$ cat src/common/tx_front_map.svh
// offsets, field positions, reset values and code words of the
// transmit front end; assumes byte addresses on a 32-bit bus
`ifndef TX_FRONT_MAP_SVH
`define TX_FRONT_MAP_SVH
`define CTRL_OFS 8'h00
`define STAT_OFS 8'h04
`define CTRL_RST 9'h000
`define F_MLO 0
`define F_MHI 2
`define F_PAR 4
`define F_CKS 6
`define F_RATE 8
`define ALIGN_LOW_N 2'h2
`define WS_LEN 5'h10
`define K28_5_BYTE 8'hBC
`define K28_6B 6'h0F
`define C07_POS 10'h079
`define C07_NEG 10'h386
`define K285_NEG 10'h17C
`define K285_POS 10'h283
`endif

$ cat src/common/tx_front_pkg.sv
// types shared by the transmit front end
// assumes three-level selects are held as two-bit codes
package tx_front_pkg;
  typedef enum logic [1:0] {
    LVL_LOW = 2'b00, LVL_MID = 2'b01, LVL_HIGH = 2'b10
  } lvl_e;
  typedef enum logic [0:0] {WS_IDLE = 1'b0, WS_RUN = 1'b1} ws_e;
  typedef enum logic [1:0] {
    CMD_DATA = 2'b00, CMD_FILL = 2'b01, CMD_SPEC = 2'b10, CMD_SYNC = 2'b11
  } cmd_e;
  typedef struct packed {
    logic par;
    logic sc;
    logic [1:0] ct;
    logic [7:0] data;
  } char_s;
endpackage : tx_front_pkg

$ cat src/design/tx_front_end.sv
// transmit character front end: input register, phase-align buffer,
// parity check, 8b/10b encoder, word sync generator and shifter
// assumes clk_i is the reference clock and a classic Wishbone master
`timescale 1ns/1ps
`include "tx_front_map.svh"

module tx_front_end #(
  parameter int CHAR_DIV = 10,
  parameter int PA_DEPTH = 4
) (
  input wire logic clk_i,
  input wire logic rst_i,
  input wire logic wb_cyc_i,
  input wire logic wb_stb_i,
  input wire logic wb_we_i,
  input wire logic [7:0] wb_adr_i,
  input wire logic [3:0] wb_sel_i,
  input wire logic [31:0] wb_dat_i,
  output logic [31:0] wb_dat_o,
  output logic wb_ack_o,
  input wire logic [7:0] tx_data_byte_i,
  input wire logic [1:0] tx_control_bits_i,
  input wire logic special_char_select_i,
  input wire logic tx_odd_parity_bit_i,
  input wire logic tx_input_clock_i,
  input wire logic tx_align_reset_n_i,
  output logic [9:0] tx_char_o,
  output logic tx_char_valid_o,
  output logic tx_serial_o,
  output logic tx_path_error_o
);
  import tx_front_pkg::*;

  localparam int PW = $clog2(PA_DEPTH);
  localparam logic [5:0] T6 [32] = '{
    6'h27, 6'h1D, 6'h2D, 6'h31, 6'h35, 6'h29, 6'h19, 6'h38,
    6'h39, 6'h25, 6'h15, 6'h34, 6'h0D, 6'h2C, 6'h1C, 6'h17,
    6'h1B, 6'h23, 6'h13, 6'h32, 6'h0B, 6'h2A, 6'h1A, 6'h3A,
    6'h33, 6'h26, 6'h16, 6'h36, 6'h0E, 6'h2E, 6'h1E, 6'h2B};
  localparam logic [3:0] T4 [8] = '{
    4'hB, 4'h9, 4'h5, 4'hC, 4'hD, 4'hA, 4'h6, 4'hE};

  // ----------------------------------------------------------------
  // 8b/10b encoder, returns {running disparity after, j..a}
  // ----------------------------------------------------------------
  function automatic logic [10:0] enc(input logic [7:0] b,
                                      input logic k, input logic rd);
    logic [5:0] s6;
    logic [3:0] s4;
    logic r6;
    logic r4;
    logic k28;
    logic a7;
    logic [9:0] c;
    k28 = k && (b[4:0] == 5'h1C);
    s6 = k28 ? `K28_6B : T6[b[4:0]];
    r6 = ($countones(s6) == 3) ? rd : ~rd;
    if (rd && (r6 != rd || b[4:0] == 5'h07)) s6 = ~s6;
    // alternate x.7 avoids a run of five in the e,i,f,g,h window
    a7 = (b[7:5] == 3'h7) && (k || (r6 ?
         (b[4:0] == 5'h0B || b[4:0] == 5'h0D || b[4:0] == 5'h0E) :
         (b[4:0] == 5'h11 || b[4:0] == 5'h12 || b[4:0] == 5'h14)));
    s4 = a7 ? 4'h7 : T4[b[7:5]];
    r4 = ($countones(s4) == 2) ? r6 : ~r6;
    if (($countones(s4) != 2 || b[7:5] == 3'h3) ? r6 : (k28 && !r6))
      s4 = ~s4;
    for (int i = 0; i < 6; i++) c[i] = s6[5-i];
    for (int i = 0; i < 4; i++) c[6+i] = s4[3-i];
    return {r4, c};
  endfunction : enc

  function automatic cmd_e classify(input lvl_e lo, input char_s ch);
    cmd_e c;
    c = CMD_DATA;
    case (lo)
      LVL_LOW: if (ch.ct[0]) c = ch.ct[1] ? CMD_SYNC : (ch.sc ? CMD_SPEC : CMD_FILL);
      LVL_MID: if (ch.ct[0]) c = ch.sc ? CMD_SYNC : (ch.ct[1] ? CMD_SPEC : CMD_FILL);
      default: c = cmd_e'(ch.ct);
    endcase
    return c;
  endfunction : classify

  // ----------------------------------------------------------------
  // register bus
  // ----------------------------------------------------------------
  logic [8:0] cfg_reg, cfg_next;
  logic ack_reg, ack_next;
  logic [31:0] rdat_reg, rdat_next;
  lvl_e mlo, mhi, pmode, cks;
  logic rate;
  logic pa_err_reg, pa_err_next;
  logic perr_reg, perr_next;
  logic rd_reg, rd_next;
  ws_e ws_reg, ws_next;
  logic [PW:0] cnt_reg, cnt_next;

  assign mlo = lvl_e'(cfg_reg[`F_MLO +: 2]);
  assign mhi = lvl_e'(cfg_reg[`F_MHI +: 2]);
  assign pmode = lvl_e'(cfg_reg[`F_PAR +: 2]);
  assign cks = lvl_e'(cfg_reg[`F_CKS +: 2]);
  assign rate = cfg_reg[`F_RATE];

  always_comb begin
    cfg_next = cfg_reg;
    ack_next = 1'b0;
    rdat_next = rdat_reg;
    if (wb_cyc_i && wb_stb_i && !ack_reg) begin
      ack_next = 1'b1;
      rdat_next = 32'h0000_0000;
      if (wb_adr_i == `CTRL_OFS) rdat_next = 32'(cfg_reg);
      if (wb_adr_i == `STAT_OFS)
        rdat_next = 32'({cnt_reg, ws_reg == WS_RUN, rd_reg, pa_err_reg, perr_reg});
    end
    // a write lands on the edge where the master sees ack
    if (wb_cyc_i && wb_stb_i && ack_reg && wb_we_i && wb_adr_i == `CTRL_OFS) begin
      if (wb_sel_i[0]) cfg_next[7:0] = wb_dat_i[7:0];
      if (wb_sel_i[1]) cfg_next[8] = wb_dat_i[8];
    end
  end

  always_ff @(posedge clk_i) begin
    if (rst_i) begin
      cfg_reg <= `CTRL_RST;
      ack_reg <= 1'b0;
      rdat_reg <= 32'h0000_0000;
    end else begin
      cfg_reg <= cfg_next;
      ack_reg <= ack_next;
      rdat_reg <= rdat_next;
    end
  end

  assign wb_ack_o = ack_reg;
  assign wb_dat_o = rdat_reg;

  // ----------------------------------------------------------------
  // pin synchronisers
  // ----------------------------------------------------------------
  logic ck_s1, ck_s2, ck_s3, ar_s1, ar_s2;
  char_s din_s1, din_s2, raw;

  assign raw = '{par: tx_odd_parity_bit_i,
                 sc: special_char_select_i && (mlo != LVL_HIGH),
                 ct: tx_control_bits_i, data: tx_data_byte_i};

  // plain two-stage sync; the host data is only read here in input-clock mode
  always_ff @(posedge clk_i) begin
    if (rst_i) begin
      {ck_s1, ck_s2, ck_s3} <= 3'h0;
      {ar_s1, ar_s2} <= 2'h3;
      din_s1 <= '0;
      din_s2 <= '0;
    end else begin
      {ck_s1, ck_s2, ck_s3} <= {tx_input_clock_i, ck_s1, ck_s2};
      {ar_s1, ar_s2} <= {tx_align_reset_n_i, ar_s1};
      din_s1 <= raw;
      din_s2 <= din_s1;
    end
  end

  // ----------------------------------------------------------------
  // character clock, input register and phase-align buffer
  // ----------------------------------------------------------------
  logic [7:0] div_reg, div_next;
  logic [1:0] al_reg, al_next;
  char_s in_reg, in_next, cap, buf_out, cur;
  logic [PW-1:0] wp_reg, wp_next, rp_reg, rp_next;
  logic prime_reg, prime_next;
  char_s mem [PA_DEPTH];
  logic tick, ext, bufd, capt, wr, rd_en, buf_v, cur_v, recentre, al_rel;

  assign tick = (div_reg == 8'(CHAR_DIV - 1));
  assign ext = (cks != LVL_LOW);
  assign bufd = ext || rate;
  assign capt = ext ? (ck_s2 && !ck_s3) : tick;
  assign cap = ext ? din_s2 : raw;
  assign wr = bufd && capt;
  assign rd_en = tick && bufd && !prime_reg;
  assign buf_v = rd_en && (cnt_reg != '0);
  assign buf_out = mem[rp_reg];
  assign al_rel = ar_s2 && (al_reg == `ALIGN_LOW_N);
  assign cur = bufd ? buf_out : in_reg;
  assign cur_v = bufd ? buf_v : 1'b1;

  always_comb begin
    div_next = tick ? 8'h00 : div_reg + 8'h01;
    in_next = (!bufd && capt) ? cap : in_reg;
    al_next = ar_s2 ? 2'h0 : ((al_reg == `ALIGN_LOW_N) ? al_reg : al_reg + 2'h1);
    wp_next = wp_reg;
    rp_next = rp_reg;
    cnt_next = cnt_reg;
    prime_next = prime_reg;
    pa_err_next = pa_err_reg;
    // the buffer runs half full, so the input clock may slide
    // about PA_DEPTH/2 characters either way before it over or underflows
    if (wr && cnt_reg == (PW+1)'(PA_DEPTH)) pa_err_next = 1'b1;
    else if (wr) begin
      wp_next = wp_reg + 1'b1;
      cnt_next = cnt_next + 1'b1;
    end
    if (rd_en && cnt_reg == '0) pa_err_next = 1'b1;
    else if (rd_en) begin
      rp_next = rp_reg + 1'b1;
      cnt_next = cnt_next - 1'b1;
    end
    if (prime_reg && cnt_reg >= (PW+1)'(PA_DEPTH / 2)) prime_next = 1'b0;
    if (al_rel || recentre) begin
      wp_next = '0;
      rp_next = '0;
      cnt_next = '0;
      prime_next = 1'b1;
      pa_err_next = 1'b0;
    end
  end

  always_ff @(posedge clk_i) begin
    if (rst_i) begin
      div_reg <= 8'h00;
      in_reg <= '0;
      al_reg <= 2'h0;
      wp_reg <= '0;
      rp_reg <= '0;
      cnt_reg <= '0;
      prime_reg <= 1'b1;
      pa_err_reg <= 1'b0;
    end else begin
      div_reg <= div_next;
      in_reg <= in_next;
      al_reg <= al_next;
      wp_reg <= wp_next;
      rp_reg <= rp_next;
      cnt_reg <= cnt_next;
      prime_reg <= prime_next;
      pa_err_reg <= pa_err_next;
    end
  end

  // storage only, no reset needed; entries are written before use
  always_ff @(posedge clk_i) begin
    if (wr && cnt_reg != (PW+1)'(PA_DEPTH)) mem[wp_reg] <= cap;
  end

  // ----------------------------------------------------------------
  // parity, character selection, encoder, word sync, shifter
  // ----------------------------------------------------------------
  logic [3:0] wc_reg, wc_next;
  logic [9:0] char_reg, char_next, sh_reg, sh_next;
  logic vld_reg, vld_next;
  logic bypass, atomic, intr, full, perr_c, ratm, cont, start, c07, use_enc, kf, rev;
  logic [7:0] byte_s;
  logic [10:0] e_out, e_nrm;
  cmd_e cmd;

  assign bypass = (mhi == LVL_LOW);
  assign atomic = (mhi == LVL_MID);
  assign intr = !bypass && !atomic;
  assign full = (pmode == LVL_HIGH) || bypass;
  assign ratm = (ws_reg == WS_RUN) && atomic;
  assign perr_c = (pmode != LVL_LOW) && cur_v && !ratm &&
                  !(^{cur.data, cur.par, full ? cur.ct : 2'b00});
  assign cmd = classify(mlo, cur);
  assign cont = ratm ||
                (intr && ws_reg == WS_RUN && cur.ct == 2'b00 && cur_v && !perr_c);
  assign start = !bypass && cur_v && !perr_c && !cont && cmd == CMD_SYNC;
  assign e_out = enc(byte_s, kf, rev ? ~rd_reg : rd_reg);
  assign e_nrm = enc(byte_s, kf, rd_reg);

  always_comb begin
    ws_next = ws_reg;
    wc_next = wc_reg;
    rd_next = rd_reg;
    char_next = char_reg;
    perr_next = perr_reg;
    vld_next = 1'b0;
    sh_next = {1'b0, sh_reg[9:1]};
    recentre = 1'b0;
    byte_s = `K28_5_BYTE;
    kf = 1'b1;
    rev = 1'b0;
    use_enc = 1'b0;
    c07 = 1'b0;
    if (tick) begin
      vld_next = 1'b1;
      perr_next = perr_c;
      ws_next = WS_IDLE;
      wc_next = 4'h0;
      if (pa_err_reg && !(start && atomic)) c07 = 1'b1;
      else if (cont) begin
        // second and third K28.5 go out reversed, disparity follows the normal path
        use_enc = 1'b1;
        rev = (wc_reg == 4'h1) || (wc_reg == 4'h2);
        wc_next = wc_reg + 4'h1;
        if (5'(wc_reg) != `WS_LEN - 5'h01) ws_next = WS_RUN;
      end else if (perr_c) c07 = 1'b1;
      else if (!cur_v) use_enc = 1'b1;
      else if (!bypass) begin
        use_enc = 1'b1;
        case (cmd)
          CMD_DATA: begin
            byte_s = cur.data;
            kf = 1'b0;
          end
          CMD_SPEC: byte_s = cur.data;
          CMD_SYNC: begin
            ws_next = WS_RUN;
            wc_next = 4'h1;
            recentre = atomic && pa_err_reg;
          end
          default: byte_s = `K28_5_BYTE;
        endcase
      end
      if (c07) char_next = (bypass || rd_reg) ? `C07_POS : `C07_NEG;
      else if (use_enc) begin
        char_next = e_out[9:0];
        rd_next = e_nrm[10];
      end else char_next = {cur.ct, cur.data};
      sh_next = char_next;
    end
  end

  always_ff @(posedge clk_i) begin
    if (rst_i) begin
      ws_reg <= WS_IDLE;
      wc_reg <= 4'h0;
      rd_reg <= 1'b0;
      char_reg <= 10'h000;
      sh_reg <= 10'h000;
      perr_reg <= 1'b0;
      vld_reg <= 1'b0;
    end else begin
      ws_reg <= ws_next;
      wc_reg <= wc_next;
      rd_reg <= rd_next;
      char_reg <= char_next;
      sh_reg <= sh_next;
      perr_reg <= perr_next;
      vld_reg <= vld_next;
    end
  end

  assign tx_char_o = char_reg;
  assign tx_char_valid_o = vld_reg;
  assign tx_serial_o = sh_reg[0];
  assign tx_path_error_o = pa_err_reg || perr_reg;
endmodule : tx_front_end

$ cat config.mk
export PLATFORM = sky130hd
export DESIGN_NAME = tx_front_end
export DESIGN_NICKNAME = d
export VERILOG_FILES = /design/src/common/tx_front_pkg.sv /design/src/design/tx_front_end.sv
export VERILOG_INCLUDE_DIRS = /design/src /design/src/common
export SDC_FILE = /design/constraint.sdc
export NUM_CORES = 1
export LEC_CHECK = 0
export BUFFER_PORTS_ARGS = -buffer_cell sky130_fd_sc_hd__buf_2
export CORE_UTILIZATION = 26
export CTS_CLUSTER_SIZE = 20
export DETAILED_ROUTE_END_ITERATION = 16
export GPL_ROUTABILITY_DRIVEN = 0
export PLACE_DENSITY = 0.55
export RECOVER_POWER = 100
export SLEW_MARGIN = 20
export SYNTH_ARGS = -nofsm -noshare
export SYNTH_HDL_FRONTEND = slang
export SYNTH_SLANG_ARGS = --single-unit
$ cat constraint.sdc
create_clock -name clk_i -period 8.8 [get_ports clk_i]
set_input_delay 0.44 -clock clk_i [delete_from_list [all_inputs] [get_ports clk_i]]
set_output_delay 0.44 -clock clk_i [all_outputs]
set_load 0.005 [all_outputs]
Word level (Yosys, flattened, before mapping)
Memory sizes are Yosys's and may differ from the RTL's. A register that Yosys moved wholly into a read port is not among the register bits.
Cells that the tools add are included.
{"block": "classes", "add_sub_neg": 18, "magnitude_cmp": 3, "n_eq_ne": 28, "mux": 93, "n_bitwise": 11, "n_reduce_logical": 86}
{"cell": "8-bit 2-to-1 mux", "count": 7}
{"cell": "1-bit 2-to-1 mux", "count": 53}
{"cell": "1-bit logical AND", "count": 38}
{"cell": "32-bit by 3-bit equality test with 1-bit output, second input constant", "count": 1}
{"cell": "32-bit 2-to-1 mux", "count": 1}
{"cell": "10-bit 2-to-1 mux", "count": 3}
{"cell": "4-bit 2-to-1 mux", "count": 7}
{"cell": "12-bit 2-to-1 mux", "count": 2}
{"cell": "6-bit 2-to-1 mux", "count": 4}
{"cell": "5-bit equality test, second input constant", "count": 4}
{"cell": "2-bit 2-to-1 mux", "count": 9}
{"cell": "9-bit 2-to-1 mux", "count": 2}
{"cell": "5-bit by 4-bit equality test with 1-bit output, second input constant", "count": 3}
{"cell": "1-bit logical OR", "count": 15}
{"cell": "1-bit by 1-bit adder with 2-bit output", "count": 7}
{"cell": "1-bit logical NOT", "count": 12}
{"cell": "3-bit 2-to-1 mux", "count": 4}
{"cell": "11-bit XOR reduction", "count": 1}
{"cell": "2-bit OR reduction", "count": 5}
{"cell": "2-bit by 2-bit adder with 3-bit output", "count": 3}
{"cell": "8-bit by 1-bit adder with 8-bit output, second input constant", "count": 1}
{"cell": "2-bit equality test, second input constant", "count": 4}
{"cell": "4-bit by 2-bit equality test with 1-bit output, second input constant", "count": 2}
{"cell": "8-bit by 3-bit equality test with 1-bit output, second input constant", "count": 1}
{"cell": "32 further kinds", "count": 50}
{"block": "totals", "reg_bits": 130, "mem_bits_rw": 48, "rom_bits": 224, "input_bits": 63, "out_inout_bits": 46, "mem_count": 3}
{"memory": "(no name shown)", "depth": 32, "word_bits": 6, "read_ports": 1, "rd_clocked_by_memory_dff": 0, "write_ports": 0, "line": "tx_front_end.sv:56", "rtl": "s6 = k28 ? `K28_6B : T6[b[4:0]];"}
{"memory": "mem", "depth": 4, "word_bits": 12, "read_ports": 1, "rd_clocked_by_memory_dff": 1, "write_ports": 1, "line": "tx_front_end.sv:169", "rtl": "char_s mem [PA_DEPTH];"}
{"memory": "(no name shown)", "depth": 8, "word_bits": 4, "read_ports": 1, "rd_clocked_by_memory_dff": 0, "write_ports": 0, "line": "tx_front_end.sv:63", "rtl": "s4 = a7 ? 4'h7 : T4[b[7:5]];"}

Logic depth before layout (Yosys ltp)
{"block": "logic_depth", "word_depth": 43, "depth_mapped": 44}

Worst setup path before layout
No wires, ideal clock.
{"block": "synth_path", "kind": "flip-flop to flip-flop", "from": "register with a tool-made name", "to": "register sh_reg[7]", "arrival_ps": 8840, "slack_ps": -127, "path_stages_with_launch": 39, "synth_period_minus_slack_ps": 8927, "path_cell_list": "dfxtp_1 buf_6 mux4_2 xnor2_1 a21oi_2 xnor2_1 xor3_2 a211oi_4 or2b_1 inv_1 ha_1 nor3_1 a21o_1 a31o_2 a41oi_1 nor2_1 nor2_1 fa_1 [... 3 more ...] inv_1 fa_1 nand3b_1 xnor2_1 a2111oi_0 nand3_1 a211o_1 nand3_1 nand3_1 o31ai_1 fa_1 ha_1 ha_1 nor3b_1 o21ai_0 mux2_4 mux2_4 nor4_4"}
{"element": "end signal, assigned", "line": "tx_front_end.sv:335", "rtl": "sh_reg <= sh_next;"}
{"element": "end, declared", "line": "tx_front_end.sv:247", "rtl": "logic [9:0] char_reg, char_next, sh_reg, sh_next;"}

==> results_dict.tcl <==
set metrics [dict create \
    post-route-drc-count 0 \
    gr-usage-met3 0.0251 \
    htreeDepth 4 \
    fmax_ghz 0.115 \
    synth_ff_type "dfxtp_1" \
    drive_above_1_share 0.254 \
    ys_ff_latch 157 \
    coreArea_um2 31600 \
    grtUsageMet2 0.206 \
    maxSlewViolCount 41 \
    start_kind "flip-flop" \
    dp_cells 1384 \
    grt_remaining_overflow 0 \
    power.density_nw_per_um2 147 \
    fill_cells 3237 \
    status "finished with violations" \
    dieArea_um2 32900 \
    dr.pass1.iters 5 \
    finalSetupViolCount 0 \
    drtIter0Drc 364 \
    die_w_um 182 \
    largest_register_ffs 48 \
    finalWirelength_mm 20.4 \
    holdCritPathClass "primary input to flip-flop" \
    path_max_fanout 7 \
    syn_area_per_cell_um2 9.66 \
    via_count 6696 \
    grt_pass1_vias 6428 \
    cp.arrival_ns 9.03 \
    syn_to_final_growth_pct 24.6 \
    crit_slowest_cell "mux4_2" \
    yosys-top-cells-count "113 x nand2_1, 109 x dfxtp_1, 91 x nor2_1" \
    clock_sink_count 157 \
    p_leak_uw 0.00411 \
    synth_cell_types 79 \
    slowest_delay_ns 0.56 \
    fin_crit_ns 8.70 \
    diodes 0 \
    cts_tree "built" \
    worstMarginPinSlew_ns 1.98 \
    grt.busiest_layer "met2" \
    placement_rows 65 \
    grt_usage 0.126 \
    syn_area_um2 8380 \
    routedWlPerCell_um 14.4 \
    routed_via_density 4.72 \
    irDropWorstVdd_mv 0.136 \
    grt_max_degree 41 \
    synth_most_common_cell "nand2_1" \
    min_period_over_period 0.988 \
    ys_async_sr_fraction 0 \
    synth_top_area_frac 0.260 \
    antenna_found_initial 0 \
    portBuffers 60 \
    yosysTopAreaCell "dfxtp_1" \
    floorplan.initialDensity 0.265 \
    slew_headroom -0.317 \
    grt_pass1_wl_mm 33.1 \
    path_clk_slew_ns 0.06 \
    grtUsageMet1 0.169 \
    netlist_instances 867 \
    dp_hpwl_mm 15.5 \
    cts-root-buf "clkbuf_16" \
    crit_path_end_kind "flip-flop" \
    instances_no_fill 1419 \
    cts_made_buffers 17 \
    seq_area_frac_synth 0.432 \
    largest-register "mem" \
    ys_top_cells_by_area "dfxtp_1 26%, edfxtp_1 17%, nand2_1 5.1%" \
    place_ws_ns -0.402 \
    die_h_um 182 \
    crit_top_cell "fa_1" \
    crit_type "flip-flop to flip-flop" \
    rsz0062_at_grt "yes" \
    io_pins 109 \
    antenna_left 0 \
    layout_setup_ws_ns 0.102 \
    clk_latency_ns 0.43 \
    layout.nets 1096 \
    finClkSkew_ns 0.0159 \
    fin_util 0.330 \
    critPathRequiredTime_ns 9.13 \
    clockBufferDepth 2 \
    synth_edf_count 48 \
    violations "max-capacitance violations, max-slew violations" \
    hold_viol_final 0 \
    max-cap-violations 1 \
    synth_warnings 0 \
]
==> worst max-delay path, delay by kind of cell, from the launching register on <==
family / cells / cell delay [ns]
adders and majority gates: 8 / 2.59
muxes: 3 / 1.18
DFF: 1 / 0.34
AOI/OAI and AO/OA: 9 / 1.81
xor gates and xnor gates: 4 / 0.90
and+or+nand+nor: 10 / 1.42
buffers and inverters: 4 / 0.33
==> cell usage in the layout, fill, tap and decap left out, drive strengths merged, types with 12 or more instances in the layout <==
cell,instances
a21oi,38
and2,12
buf,139
clkbuf,34
conb,23
dfxtp,109
edfxtp,48
ha,24
inv,35
mux2i,34
mux4,14
nand2,114
nand3,22
nor2,91
nor2b,34
nor3,20
o21ai,36
xnor2,20
xor2,25
==> worst paths after layout <==
kind                 startpoint        end  slack, ns  depth (start not counted)
min reg2reg               ar_s1      ar_s2       0.41                          1
min          tx_align_reset_n_i      ar_s1       0.18                          2
max reg2reg           flip-flop  sh_reg[7]       0.10                         38
max                   flip-flop  sh_reg[7]       0.10                         38
==> routing by layer <==
| layer | wire length, um | vias to the layer above |
|---|---|---|
| li1 | - | 3294 |
| met1 | 9940 | 3190 |
| met2 | 9380 | 186 |
| met3 | 802 | 26 |
| met4 | 294 | 0 |
| met5 | 0 | - |
==> stage by stage <==
step / total power [uW] / hold slack, ns / cell area, um2 / setup TNS (ns)
finish: 1530 / 0.185 / 10400 / 0
global route: 1590 / 0.175 / 10400 / -2.00
CTS: 1550 / 0.175 / 10300 / -0.0467
detailed placement: 813 / 0.397 / 9620 / -2.88
global placement: 812 / 0.393 / 9620 / -2.32
floorplan: 801 / 0.389 / 8470 / 0
==> logic make-up (layout without fill, tap and decap cells) <==
| family | count (synthesis) | in the layout | share of synthesized area |
|---|---|---|---|
| AOI/OAI and AO/OA | 152 | 152 | 0.129 |
| xor gates and xnor gates | 47 | 47 | 0.0529 |
| adders and majority gates | 29 | 29 | 0.0478 |
| other | 1 | 23 | 0.000448 |
| and+or+nand+nor | 336 | 336 | 0.193 |
| muxes | 58 | 58 | 0.0926 |
| DFF | 157 | 157 | 0.432 |
| buffers and inverters | 87 | 215 | 0.0527 |
==> repair_timing <==
action,CTS,global route
gates resized for setup,22,29
hold buffers,0,0
pin swaps,7,13
buffers inserted,0,3
setup endpoints to repair,9,9
==> final cells by class <==
class	count	area, um2	area share
Inverter	31	116	0.0111
Sequential cell	157	3620	0.347
Tap cell	402	503	0.0482
Clock buffer	21	460	0.0441
Multi-Input combinational cell	645	4620	0.443
Clock inverter	11	130	0.0125
Timing Repair Buffer	152	978	0.0938
==> where the power goes <==
| group | total [uW] | internal [uW] | switching [uW] |
|---|---|---|---|
| registers | 755 | 752 | 2.71 |
| clock network | 734 | 436 | 298 |
| logic | 41.0 | 14.8 | 26.3 |
| total | 1530 | 1200 | 327 |
Power figures use the tool's default switching activity.
